$ cat config.mk
export PLATFORM = sky130hd
export DESIGN_NAME = blqp_bank
export DESIGN_NICKNAME = d
export VERILOG_FILES = /design/src/common/blqp_pkg.sv /design/src/design/blqp_bulk_walk.sv /design/src/design/blqp_done_queue.sv /design/src/design/blqp_bank.sv
export SDC_FILE = /design/constraint.sdc
export NUM_CORES = 1
export LEC_CHECK = 0
export BUFFER_PORTS_ARGS = -buffer_cell sky130_fd_sc_hd__buf_2
export CORE_UTILIZATION = 45
export CTS_CLUSTER_DIAMETER = 80
export CTS_CLUSTER_SIZE = 30
export DETAILED_ROUTE_END_ITERATION = 10
export GPL_ROUTABILITY_DRIVEN = 1
export HOLD_SLACK_MARGIN = 0.05
export PLACE_DENSITY = 0.76
export SYNTH_ARGS = -nofsm -noshare
export SYNTH_HDL_FRONTEND = slang
export SYNTH_SLANG_ARGS = --single-unit
$ cat constraint.sdc
create_clock -name CLOCK_I -period 1.8 [get_ports CLOCK_I]
set_input_delay 0.27 -clock CLOCK_I [delete_from_list [all_inputs] [get_ports CLOCK_I]]
set_output_delay 0.27 -clock CLOCK_I [all_outputs]
set_load 0.05 [all_outputs]
$ cat src/common/blqp_pkg.sv
// Shared constants, types and helpers of the bulk list and done queue pointer bank.
package blqp_pkg;

  // ********************************************************************
  // Register map and field layout
  // ********************************************************************
  localparam int unsigned REG_AW        = 8;
  localparam logic [7:0]  BULK_HEAD_OFS = 8'h28;
  localparam logic [7:0]  BULK_CUR_OFS  = 8'h2C;
  localparam logic [7:0]  DONE_HEAD_OFS = 8'h30;
  localparam int unsigned PTR_LSB       = 4;
  localparam logic [31:0] PTR_MASK      = 32'hFFFFFFF0;
  localparam logic [31:0] PTR_RST       = 32'h00000000;
  localparam logic [31:0] NULL_PTR      = 32'h00000000;
  localparam logic [31:0] LINK_FIELD_OFS = 32'h00000008;

  // ********************************************************************
  // Done queue writer states
  // ********************************************************************
  typedef enum logic [2:0] {
    DQ_IDLE = 3'b001,
    DQ_LINK = 3'b010,
    DQ_SHARED_COMM_AREA = 3'b100
  } blqp_dq_state_t;

  // Clears the reserved low bits of a descriptor pointer.
  function automatic logic [31:0] blqp_ptr(input logic [31:0] v);
    return v & PTR_MASK;
  endfunction

endpackage

$ cat src/design/blqp_bulk_walk.sv
// Bulk current pointer that follows the bulk endpoint list.
`timescale 1ns/1ps
module blqp_bulk_walk
(
  input  wire logic        clk_i,
  input  wire logic        rst_i,
  input  wire logic        sw_wr_i,
  input  wire logic [31:0] sw_data_i,
  input  wire logic [31:0] head_i,
  input  wire logic        served_i,
  input  wire logic [31:0] next_i,
  input  wire logic        end_i,
  input  wire logic        filled_i,
  output logic      [31:0] cur_ff,
  output logic             filled_clr_ff
);
  import blqp_pkg::*;

  // Pointer update; nothing here reloads at a frame boundary, so the walk
  // resumes where it stopped.
  // resume not reload
  always_ff @(posedge clk_i) begin
    if (rst_i) begin
      cur_ff <= PTR_RST;
    end else if (end_i && filled_i) begin
      cur_ff <= blqp_ptr(head_i);
    end else if (served_i) begin
      cur_ff <= blqp_ptr(next_i);
    end else if (sw_wr_i) begin
      cur_ff <= blqp_ptr(sw_data_i);
    end
  end

  // Flag clear pulse goes out in the same edge as the reload lands.
  // flag clear pulsed on reload
  always_ff @(posedge clk_i) begin
    if (rst_i) begin
      filled_clr_ff <= 1'b0;
    end else begin
      filled_clr_ff <= end_i && filled_i;
    end
  end

endmodule

$ cat src/design/blqp_done_queue.sv
// Done queue head register and its memory write sequencer.
`timescale 1ns/1ps
module blqp_done_queue #(
  parameter logic [31:0] LINK_OFS = blqp_pkg::LINK_FIELD_OFS
)
(
  input  wire logic        clk_i,
  input  wire logic        rst_i,
  input  wire logic        sw_wr_i,
  input  wire logic [31:0] sw_data_i,
  input  wire logic        td_done_i,
  input  wire logic [31:0] td_addr_i,
  input  wire logic        shared_comm_area_req_i,
  input  wire logic [31:0] shared_comm_area_addr_i,
  input  wire logic        mem_ack_i,
  output logic             ready_ff,
  output logic             mem_wr_ff,
  output logic      [31:0] mem_addr_ff,
  output logic      [31:0] mem_data_ff,
  output logic      [31:0] head_ff
);
  import blqp_pkg::*;

  blqp_dq_state_t state_ff;
  blqp_dq_state_t nxt_state;
  logic [31:0]    td_ff;
  logic           pend_ff;
  logic           start;

  // Next state; a completion outranks a pending write-back.
  always_comb begin
    nxt_state = state_ff;
    case (state_ff)
      DQ_IDLE: begin
        if (td_done_i) begin
          nxt_state = DQ_LINK;
        end else if (pend_ff) begin
          nxt_state = DQ_SHARED_COMM_AREA;
        end
      end
      DQ_LINK, DQ_SHARED_COMM_AREA: begin
        if (mem_ack_i) begin
          nxt_state = DQ_IDLE;
        end
      end
      default: nxt_state = DQ_IDLE;
    endcase
  end

  assign start = (state_ff == DQ_IDLE) && (nxt_state != DQ_IDLE);

  // State, ready and captured descriptor address.
  always_ff @(posedge clk_i) begin
    if (rst_i) begin
      state_ff <= DQ_IDLE;
      ready_ff <= 1'b0;
      td_ff    <= NULL_PTR;
    end else begin
      state_ff <= nxt_state;
      ready_ff <= (nxt_state == DQ_IDLE);
      if (state_ff == DQ_IDLE && td_done_i) begin
        td_ff <= td_addr_i;
      end
    end
  end

  // Write-back request waits here; a new request beats the clear.
  always_ff @(posedge clk_i) begin
    if (rst_i) begin
      pend_ff <= 1'b0;
    end else begin
      pend_ff <= shared_comm_area_req_i || (pend_ff && !(start && nxt_state == DQ_SHARED_COMM_AREA));
    end
  end

  // Memory write port, held until acknowledged.
  always_ff @(posedge clk_i) begin
    if (rst_i) begin
      mem_wr_ff   <= 1'b0;
      mem_addr_ff <= NULL_PTR;
      mem_data_ff <= NULL_PTR;
    end else begin
      mem_wr_ff <= (nxt_state != DQ_IDLE);
      if (start) begin
        mem_addr_ff <= (nxt_state == DQ_LINK) ? td_addr_i + LINK_OFS : shared_comm_area_addr_i;
        mem_data_ff <= head_ff;
      end
    end
  end

  // Head register; hardware updates only land on an acknowledge.
  // low bits dropped
  always_ff @(posedge clk_i) begin
    if (rst_i) begin
      head_ff <= PTR_RST;
    end else if (state_ff == DQ_LINK && mem_ack_i) begin
      head_ff <= blqp_ptr(td_ff);
    end else if (state_ff == DQ_SHARED_COMM_AREA && mem_ack_i) begin
      head_ff <= NULL_PTR;
    end else if (sw_wr_i && state_ff == DQ_IDLE) begin
      head_ff <= blqp_ptr(sw_data_i);
    end
  end

endmodule

$ cat src/design/blqp_bank.sv
// Top of the bulk list and done queue pointer register bank.
`timescale 1ns/1ps

module blqp_bank #(
  parameter logic [31:0] LINK_OFS = blqp_pkg::LINK_FIELD_OFS
)
(
  input  wire logic                        CLOCK_I,
  input  wire logic                        RST_I,
  input  wire logic [blqp_pkg::REG_AW-1:0] REG_ADDR_I,
  input  wire logic                        REG_WR_I,
  input  wire logic                        REG_RD_I,
  input  wire logic [31:0]                 REG_WDATA_I,
  output logic      [31:0]                 REG_RDATA_O,
  output logic                             REG_RVALID_O,
  input  wire logic                        BULK_LIST_ENABLE_I,
  input  wire logic                        LIST_FILLED_FLAG_I,
  output logic                             LIST_FILLED_CLR_O,
  input  wire logic                        ED_SERVED_I,
  input  wire logic [31:0]                 NEXT_ED_ADDR_I,
  input  wire logic                        BULK_END_I,
  output logic      [31:0]                 BULK_CUR_ADDR_O,
  output logic      [31:0]                 BULK_HEAD_ADDR_O,
  input  wire logic                        TD_DONE_I,
  input  wire logic [31:0]                 TD_ADDR_I,
  output logic                             TD_READY_O,
  input  wire logic                        SHARED_COMM_AREA_WB_I,
  input  wire logic [31:0]                 SHARED_COMM_AREA_DONE_ADDR_I,
  output logic                             MEM_WR_O,
  output logic      [31:0]                 MEM_ADDR_O,
  output logic      [31:0]                 MEM_DATA_O,
  input  wire logic                        MEM_ACK_I,
  output logic      [31:0]                 DONE_HEAD_O
);
  import blqp_pkg::*;

  // ********************************************************************
  // Register write decode
  // ********************************************************************

  logic        head_wr;
  logic        cur_wr;
  logic        done_wr;
  logic [31:0] head_ff;
  logic        link_phase_ff;
  logic [31:0] link_td_ff;

  // Strobes per register; the current pointer only accepts software while
  // the bulk list is disabled, so the walk never races a driver write.
  assign head_wr = REG_WR_I && (REG_ADDR_I == BULK_HEAD_OFS);
  assign cur_wr  = REG_WR_I && (REG_ADDR_I == BULK_CUR_OFS) && !BULK_LIST_ENABLE_I;
  assign done_wr = REG_WR_I && (REG_ADDR_I == DONE_HEAD_OFS);

  // Bulk head pointer; reserved bits are forced low whatever is written.
  // reserved bits zero
  always_ff @(posedge CLOCK_I) begin
    if (RST_I) begin
      head_ff <= PTR_RST;
    end else if (head_wr) begin
      head_ff <= blqp_ptr(REG_WDATA_I);
    end
  end

  // Head pointer mirrored to the list engine.
  always_ff @(posedge CLOCK_I) begin
    if (RST_I) begin
      BULK_HEAD_ADDR_O <= PTR_RST;
    end else begin
      BULK_HEAD_ADDR_O <= head_ff;
    end
  end

  // ********************************************************************
  // Bulk list walk
  // ********************************************************************

  blqp_bulk_walk u_walk (
    .clk_i         (CLOCK_I),
    .rst_i         (RST_I),
    .sw_wr_i       (cur_wr),
    .sw_data_i     (REG_WDATA_I),
    .head_i        (head_ff),
    .served_i      (ED_SERVED_I),
    .next_i        (NEXT_ED_ADDR_I),
    .end_i         (BULK_END_I),
    .filled_i      (LIST_FILLED_FLAG_I),
    .cur_ff        (BULK_CUR_ADDR_O),
    .filled_clr_ff (LIST_FILLED_CLR_O)
  );

  // ********************************************************************
  // Done queue
  // ********************************************************************

  blqp_done_queue #(
    .LINK_OFS (LINK_OFS)
  ) u_done (
    .clk_i       (CLOCK_I),
    .rst_i       (RST_I),
    .sw_wr_i     (done_wr),
    .sw_data_i   (REG_WDATA_I),
    .td_done_i   (TD_DONE_I),
    .td_addr_i   (TD_ADDR_I),
    .shared_comm_area_req_i  (SHARED_COMM_AREA_WB_I),
    .shared_comm_area_addr_i (SHARED_COMM_AREA_DONE_ADDR_I),
    .mem_ack_i   (MEM_ACK_I),
    .ready_ff    (TD_READY_O),
    .mem_wr_ff   (MEM_WR_O),
    .mem_addr_ff (MEM_ADDR_O),
    .mem_data_ff (MEM_DATA_O),
    .head_ff     (DONE_HEAD_O)
  );

  // ********************************************************************
  // Register read
  // ********************************************************************

  // One cycle read latency; an unmapped offset reads as zero. The current
  // pointer is read live, so a read during a walk sees each advance.
  always_ff @(posedge CLOCK_I) begin
    if (RST_I) begin
      REG_RDATA_O <= NULL_PTR;
    end else if (REG_RD_I) begin
      case (REG_ADDR_I)
        BULK_HEAD_OFS: REG_RDATA_O <= head_ff;
        BULK_CUR_OFS:  REG_RDATA_O <= BULK_CUR_ADDR_O;
        DONE_HEAD_OFS: REG_RDATA_O <= DONE_HEAD_O;
        default:       REG_RDATA_O <= NULL_PTR;
      endcase
    end
  end

  // Read valid strobe.
  always_ff @(posedge CLOCK_I) begin
    if (RST_I) begin
      REG_RVALID_O <= 1'b0;
    end else begin
      REG_RVALID_O <= REG_RD_I;
    end
  end

  // ********************************************************************
  // Checking
  // ********************************************************************

  // Tracks an accepted completion until its link write is acknowledged.
  always_ff @(posedge CLOCK_I) begin
    if (RST_I) begin
      link_phase_ff <= 1'b0;
      link_td_ff    <= NULL_PTR;
    end else if (TD_DONE_I && TD_READY_O) begin
      link_phase_ff <= 1'b1;
      link_td_ff    <= TD_ADDR_I;
    end else if (MEM_WR_O && MEM_ACK_I) begin
      link_phase_ff <= 1'b0;
    end
  end

  AST_CUR_RSV: assert property (
    @(posedge CLOCK_I) disable iff (RST_I)
    BULK_CUR_ADDR_O[PTR_LSB-1:0] == 4'h0
  ) else $error("Bulk current pointer reserved bits set.");

  AST_DONE_RSV: assert property (
    @(posedge CLOCK_I) disable iff (RST_I)
    DONE_HEAD_O[PTR_LSB-1:0] == 4'h0
  ) else $error("Done head reserved bits set.");

  AST_ADVANCE: assert property (
    @(posedge CLOCK_I) disable iff (RST_I)
    ED_SERVED_I && !(BULK_END_I && LIST_FILLED_FLAG_I)
    |=> BULK_CUR_ADDR_O == blqp_ptr($past(NEXT_ED_ADDR_I))
  ) else $error("Current pointer did not advance.");

  AST_RELOAD: assert property (
    @(posedge CLOCK_I) disable iff (RST_I)
    BULK_END_I && LIST_FILLED_FLAG_I
    |=> BULK_CUR_ADDR_O == $past(head_ff) && LIST_FILLED_CLR_O
  ) else $error("List end with flag set did not reload.");

  AST_NO_FILL: assert property (
    @(posedge CLOCK_I) disable iff (RST_I)
    BULK_END_I && !LIST_FILLED_FLAG_I && !ED_SERVED_I && !cur_wr
    |=> $stable(BULK_CUR_ADDR_O) && !LIST_FILLED_CLR_O
  ) else $error("List end with flag clear changed state.");

  AST_HOLD: assert property (
    @(posedge CLOCK_I) disable iff (RST_I)
    !ED_SERVED_I && !BULK_END_I && !cur_wr
    |=> $stable(BULK_CUR_ADDR_O)
  ) else $error("Current pointer moved without cause.");

  AST_READ_LIVE: assert property (
    @(posedge CLOCK_I) disable iff (RST_I)
    REG_RD_I && REG_ADDR_I == BULK_CUR_OFS
    |=> REG_RVALID_O && REG_RDATA_O == $past(BULK_CUR_ADDR_O)
  ) else $error("Current pointer read not live.");

  AST_RST_ZERO: assert property (
    @(posedge CLOCK_I)
    $past(RST_I) |-> BULK_CUR_ADDR_O == PTR_RST && DONE_HEAD_O == PTR_RST
  ) else $error("Pointers not zero after reset.");

  AST_LINK_DATA: assert property (
    @(posedge CLOCK_I) disable iff (RST_I)
    TD_DONE_I && TD_READY_O
    |=> MEM_WR_O && MEM_DATA_O == $past(DONE_HEAD_O)
        && MEM_ADDR_O == $past(TD_ADDR_I) + LINK_OFS
  ) else $error("Link write carries wrong head or address.");

  AST_HEAD_LOAD: assert property (
    @(posedge CLOCK_I) disable iff (RST_I)
    link_phase_ff && MEM_WR_O && MEM_ACK_I
    |=> DONE_HEAD_O == blqp_ptr($past(link_td_ff))
  ) else $error("Done head not loaded after link.");

  AST_ATOMIC: assert property (
    @(posedge CLOCK_I) disable iff (RST_I)
    link_phase_ff |-> !TD_READY_O && $stable(DONE_HEAD_O)
  ) else $error("Completion accepted during link step.");

  AST_SHARED_COMM_AREA_CLR: assert property (
    @(posedge CLOCK_I) disable iff (RST_I)
    !link_phase_ff && MEM_WR_O && MEM_ACK_I
    |=> DONE_HEAD_O == NULL_PTR
  ) else $error("Done head not cleared after copy.");

  AST_SHARED_COMM_AREA_WR: assert property (
    @(posedge CLOCK_I) disable iff (RST_I)
    $rose(MEM_WR_O) && !link_phase_ff
    |-> MEM_ADDR_O == $past(SHARED_COMM_AREA_DONE_ADDR_I) && MEM_DATA_O == $past(DONE_HEAD_O)
  ) else $error("Shared area copy carries wrong data.");

  // Mirror of the head pointer trails the register by one cycle.
  AST_HEAD_MIRROR: assert property (
    @(posedge CLOCK_I) disable iff (RST_I)
    !$past(RST_I) |-> BULK_HEAD_ADDR_O == $past(head_ff)
  ) else $error("Head pointer mirror out of step.");

  // A head write lands with its reserved bits cleared.
  AST_HEAD_WR: assert property (
    @(posedge CLOCK_I) disable iff (RST_I)
    head_wr |=> head_ff == blqp_ptr($past(REG_WDATA_I))
  ) else $error("Head pointer write did not land.");

  // A driver write to the current pointer is dropped while the list runs.
  AST_CUR_LOCKED: assert property (
    @(posedge CLOCK_I) disable iff (RST_I)
    REG_WR_I && REG_ADDR_I == BULK_CUR_OFS && BULK_LIST_ENABLE_I
    && !ED_SERVED_I && !BULK_END_I |=> $stable(BULK_CUR_ADDR_O)
  ) else $error("Current pointer written while list enabled.");

  // The flag clear pulse only follows a list end with the flag set.
  AST_CLR_CAUSE: assert property (
    @(posedge CLOCK_I) disable iff (RST_I)
    LIST_FILLED_CLR_O |-> $past(BULK_END_I && LIST_FILLED_FLAG_I)
  ) else $error("Flag clear pulse without cause.");

  // Read valid only follows a read strobe.
  AST_RVALID_ONCE: assert property (
    @(posedge CLOCK_I) disable iff (RST_I)
    !REG_RD_I |=> !REG_RVALID_O
  ) else $error("Read valid without a read.");

  // A pending memory write holds its address and data until acknowledged.
  AST_MEM_HOLD: assert property (
    @(posedge CLOCK_I) disable iff (RST_I)
    MEM_WR_O && !MEM_ACK_I |=> MEM_WR_O && $stable(MEM_ADDR_O) && $stable(MEM_DATA_O)
  ) else $error("Memory write changed before acknowledge.");

  // Nothing but an acknowledge or a driver write moves the done head.
  AST_DONE_HOLD: assert property (
    @(posedge CLOCK_I) disable iff (RST_I)
    !(MEM_WR_O && MEM_ACK_I) && !done_wr |=> $stable(DONE_HEAD_O)
  ) else $error("Done head moved without cause.");

endmodule

* After elaboration in Yosys (flattened, before gate mapping)
Index checks and enable logic that the tools add are counted.
Storage, ports and cells: bits in latches 0, output and inout bits 196, ROM bits 0, bits of input ports 147, RAM bits 0, memories kept 0, logic and storage cells 55, bits in registers 244
Cells by class: mux-type cells 12, add/sub/neg operators 1, bitwise operators 0, shift operators 0, eq/ne operators 10, $mul 0, reductions and logical operators 18, magnitude comparators 0, divide/modulo/power cells 0
Operators with widths (count):
- $mux 32 | 7
- $pmux 32 s3 | 1
- $add 32x4->32 const B | 1
- $eq 8x6->1 const B | 3
- $logic_and 1x1->1 | 12
- $mux 3 | 3
- $eq 3x1->1 const B | 2
- $eq 3x2->1 const B | 2
- $eq 3x3->1 const B | 2
- $pmux 3 s2 | 1
- $reduce_bool 3->1 | 2
- $ne 3x1->1 const B | 1
- $logic_not 1->1 | 2
- $reduce_or 2->1 | 1
- $logic_or 1x1->1 | 1

* Depth between registers and ports, before layout
depth after elaboration 9, mapped depth 7, depth with buffers taken out 6

* Modules after synthesis
A second synthesis with hierarchy kept.
Unflattened totals: cell total of the unflattened synthesis 1197, area, all modules 11051.8 um^2
By module, submodules not included:
- blqp_done_queue | cells each 690, times used 1, seq. area each 2442.3 um^2, area an instance 5388.9 um^2
- blqp_bank | cells each 375, times used 1, seq. area each 1781.7 um^2, area an instance 4126.5 um^2
- blqp_bulk_walk | cells each 132, times used 1, seq. area each 580.6 um^2, area an instance 1536.5 um^2

* Worst setup path after synthesis
OpenSTA, ideal clock, no wires.
path type input-to-reg, start point input port REG_ADDR_I[7] in the netlist's numbering, end point register head_ff[11], library setup time 0.128 ns, required time 1.672 ns, path buffers 2, stages on the path 7, arrival 1.839 ns, setup slack -0.166 ns, path through or3b_1 > or3_1 > or3_1 > buf_6 > buf_6 > mux2i_1 > nor2_1
On the way: word-level cells in the longest chain between the ends 2
Ends and longest elaborated chain:
- start, declared | RTL line blqp_bank.sv:10 | input wire logic [blqp_pkg::REG_AW-1:0] REG_ADDR_I,
- $eq 8x6->1 | RTL line blqp_bank.sv:50 | assign head_wr = REG_WR_I && (REG_ADDR_I == BULK_HEAD_OFS);
- $logic_and 1x1->1 | RTL line blqp_bank.sv:50
- end signal, assigned | RTL line blqp_bank.sv:60 | head_ff <= blqp_ptr(REG_WDATA_I);
- end, declared | RTL line blqp_bank.sv:44 | logic [31:0] head_ff;
Every way passes these cells. A chain may end at the register's enable or synchronous reset.

* Worst setup path in the final report
start point input port REG_ADDR_I[7] in the netlist's numbering, end point register head_ff[13]
The elaborated chain is that of the path after synthesis.

==> metrics.md <==
| Metric | Value |
|---|---|
| Outcome | `completed` |
| CTS tree | `built` |
| Fin Setup TNS | `0 ns` |
| Crit path from | `REG_ADDR_I[7]` |
| Setup crit end kind | `register` |
| H-tree level count | `1` |
| Largest net degree at the start of global routing | `84` |
| Slowest cell delay on critical path | `0.51 ns` |
| Critical Path Stages | `7` |
| Leak | `5.71 nW` |
| Leading cell type in the layout, fill and taps excluded | `buf_2` |
| CP startpoint kind | `input port` |
| EDFF count, synth | `0` |
| WS Path Type | `in2reg` |
| Final Max Slew Viols | `0` |
| CTS Sinks | `236` |
| Pre-Repair DR Iteration Count | `5` |
| Commonest cells after routing, fill and taps aside | `buf_2, dfxtp_1, nand2_1, a21oi_1, nor2_1` |
| Hold/Removal Path Class | `in2reg` |
| IO Port Bufs | `314` |
| Min Tclk post-route | `1.74 ns` |
| CP required | `between 2 and 2.5 ns` |
| Post-CTS setup buffer count | `0` |
| CP Cell Sequence | `buf_2 -> or3b_4 -> or3_1 -> or3_2 -> buf_12 -> mux2i_1 -> nor2_1` |
| # setup viols final | `0` |
| Final worst slack | `around 0.057 ns` |
| Crit Path Max Fanout | `28` |
| Synth async-reset ratio | `0%` |
| GP Congestion | `~0.89` |
| DRC errors left | `0` |
| Overflow after GRT | `0` |
| Nets | `around 1600` |
| WP buf/inv | `2` |
| Max-cap check violation count | `0` |
| Area growth syn-to-layout | `29.2%` |
| Synth warn | `0` |
| Mean Syn Cell Area | `8.61 um^2` |
| Share of cells above drive strength 1 | `28.0%` |
| Worst vdd rail ir drop | `0.000550 V` |
| Worst slack, placed | `-0.428 ns` |
| Clock latency on the worst-skew pair | `0.50 ns` |
| Die Y | `151 um` |
| Pwr Total | `approximately 12 mW` |
| Hold_sp | `REG_WDATA_I[10]` |
| Core Box Area | `21800 um^2` |
| Die area | `22800 um^2` |
| Syn Std Cell Area | `9980 um^2` |
| Worst reg2reg startpoint | `u_done.state_ff[0]$_SDFF_PP1_` |
| R2R depth | `7` |
| Antenna viol nets, final | `0` |
| #FFs+latches synth | `236` |
| Clock Root Buffer | `clkbuf_16` |
| Final wirelength | `32500 um` |
| Vias | `9714` |
| Util after Layout | `between 50% and 60%` |
| Cell variety after synth | `49` |
| Worst-case clock buffer depth | `3` |
| Period utilisation layout | `96.8%` |
| Total track usage | `27.4%` |
| Cell count after synthesis | `approximately 1200` |
| PD cells | `893 nW/um^2` |
| Worst path arrival time | `2.11 ns` |
| Vias in the first global route | `8999` |
| First-pass GRT wire length | `48600 um` |
| Post-synthesis sequential area ratio | `47.4%` |
| Placed Cells incl. Taps | `1715` |
| Clk_skew | `~0.034 ns` |
| Initial Utilization | `45.9%` |
| Vias per cell | `5.50` |
| Family with the most delay on the worst path | `simple AND/OR/NAND/NOR gates` |
| IO Count | `343` |
| Prevailing post-synth register cell | `dfxtp_1` |
| Fmax | `574 MHz` |
| Clock-pin slew of the registers on the worst-case setup and hold paths | `about 0.090 ns` |
| # rows | `54` |
| Hold Vio Cnt, Final | `0` |
| Slowest cell on the critical path | `or3_2` |
| Min-Delay Path Depth | `3` |
| Hpwl dp | `23000 um` |
| DR iter-0 viols | `553` |
| Die X | `151 um` |
| Initial antenna violation count | `1` |
| Fin cells | `1766` |
| Cts bufs inserted | `14` |
| Wire per inst | `18.4 um` |
repair_timing:
action | CTS | global route
resized for setup | 1 | 10
setup endpoints to repair | 2 | 13
hold buffers | 26 | 1
cloned | 0 | 0
hold endpoints to repair | 23 | 1
pin swaps | 0 | 1
synthesized netlist by cell type, drive strengths merged (4+ instances only):
cell type  instances  area (um^2)
dfxtp            236         4720
nand2            220          826
a21oi             98          490
nor2              82          308
clkbuf            68          255
a22oi             62          465
mux2i             56          561
buf               42          275
a211oi            40          300
o21ai             34          170
nor2b             32          200
o211ai            30          225
a22o              28          245
o22ai             18          113
nand3             15         75.1
xor2              15          131
xnor2             12          105
nand4              8         50.1
and3               6         37.5
inv                6         22.5
a311oi             5         50.0
nand3b             5         37.5
a211o              4         35.0
nand2b             4         25.0
nor3               4         20.0
sequential cells by signal, summed over array words and instances, names as in the netlist:
name / cells
u_done.mem_addr_ff: 32
head_ff: 28
u_done.state_ff: 3
u_walk.cur_ff: 28
u_done.mem_wr_ff: 1
u_done.td_ff: 28
REG_RDATA_O: 28
u_walk.filled_clr_ff: 1
u_done.ready_ff: 1
u_done.pend_ff: 1
REG_RVALID_O: 1
u_done.head_ff: 28
BULK_HEAD_ADDR_O: 28
u_done.mem_data_ff: 28
metal layers:
layer / GRT usage, % / vias to the layer above / wire length (um)
met5: 0 / - / 0
met2: 45.8 / 451 / 15100
met3: 4.25 / 66 / 2600
li1: - / 4683 / -
met1: 35.6 / 4514 / 13700
met4: 10.2 / 0 / 1020
layout make-up:
class | instances | area [um^2]
diodes | 1 | 2.50
flip-flops and latches | 236 | 4730
multi-input cells | 825 | 4880
clock buffers | 17 | 393
inverters | 6 | 22.5
well taps | 280 | 350
fillers | 1987 | 8860
clock inverters | 6 | 68.8
repair buffers | 395 | 2440
final timing paths:
kind | endpoint | slack, ns
worst min register to register | u_done.mem_data_ff[14]$_SDFFE_PP0P_ | 0.46
worst max-delay path | head_ff[13]$_SDFFE_PP0P_ | 0.06
worst max register to register | u_done.mem_addr_ff[30]$_SDFFE_PP0P_ | 0.07
worst min-delay path | head_ff[10]$_SDFFE_PP0P_ | 0.06
kinds of logic after synthesis:
family | after synthesis | synth area share (%)
compound gates | 325 | 21.5
mux | 56 | 5.62
flops | 236 | 47.4
xor+xnor | 27 | 2.37
buf+inv | 116 | 5.54
simple gates | 396 | 17.5
other cells | 1 | 0.0376
fa+ha+maj | 1 | 0.125
worst min-delay path: cells and delay by family:
family	cells	cell delay (ns)
and+or+nand+nor	1	0.07
buffers and inverters	1	0.11
muxes	1	0.07
report_power, final:
part	switching, mW	total (mW)	internal [mW]
Clock	1.87	3.51	1.63
Sequential	0.185	5.63	5.45
Combinational	1.63	2.38	0.749
metrics by stage:
| stage | hold WS (ns) | instance area, um^2 |
|---|---|---|
| final | 0.0644 | 12900 |
| after global routing | 0.0626 | 12900 |
| after CTS | 0.0502 | 12800 |
| after detailed placement | 0.438 | 12100 |
| after global placement | 0.429 | 12100 |
| after floorplan | 0.354 | 10100 |
Note: power is estimated with default switching activity, not from simulation.
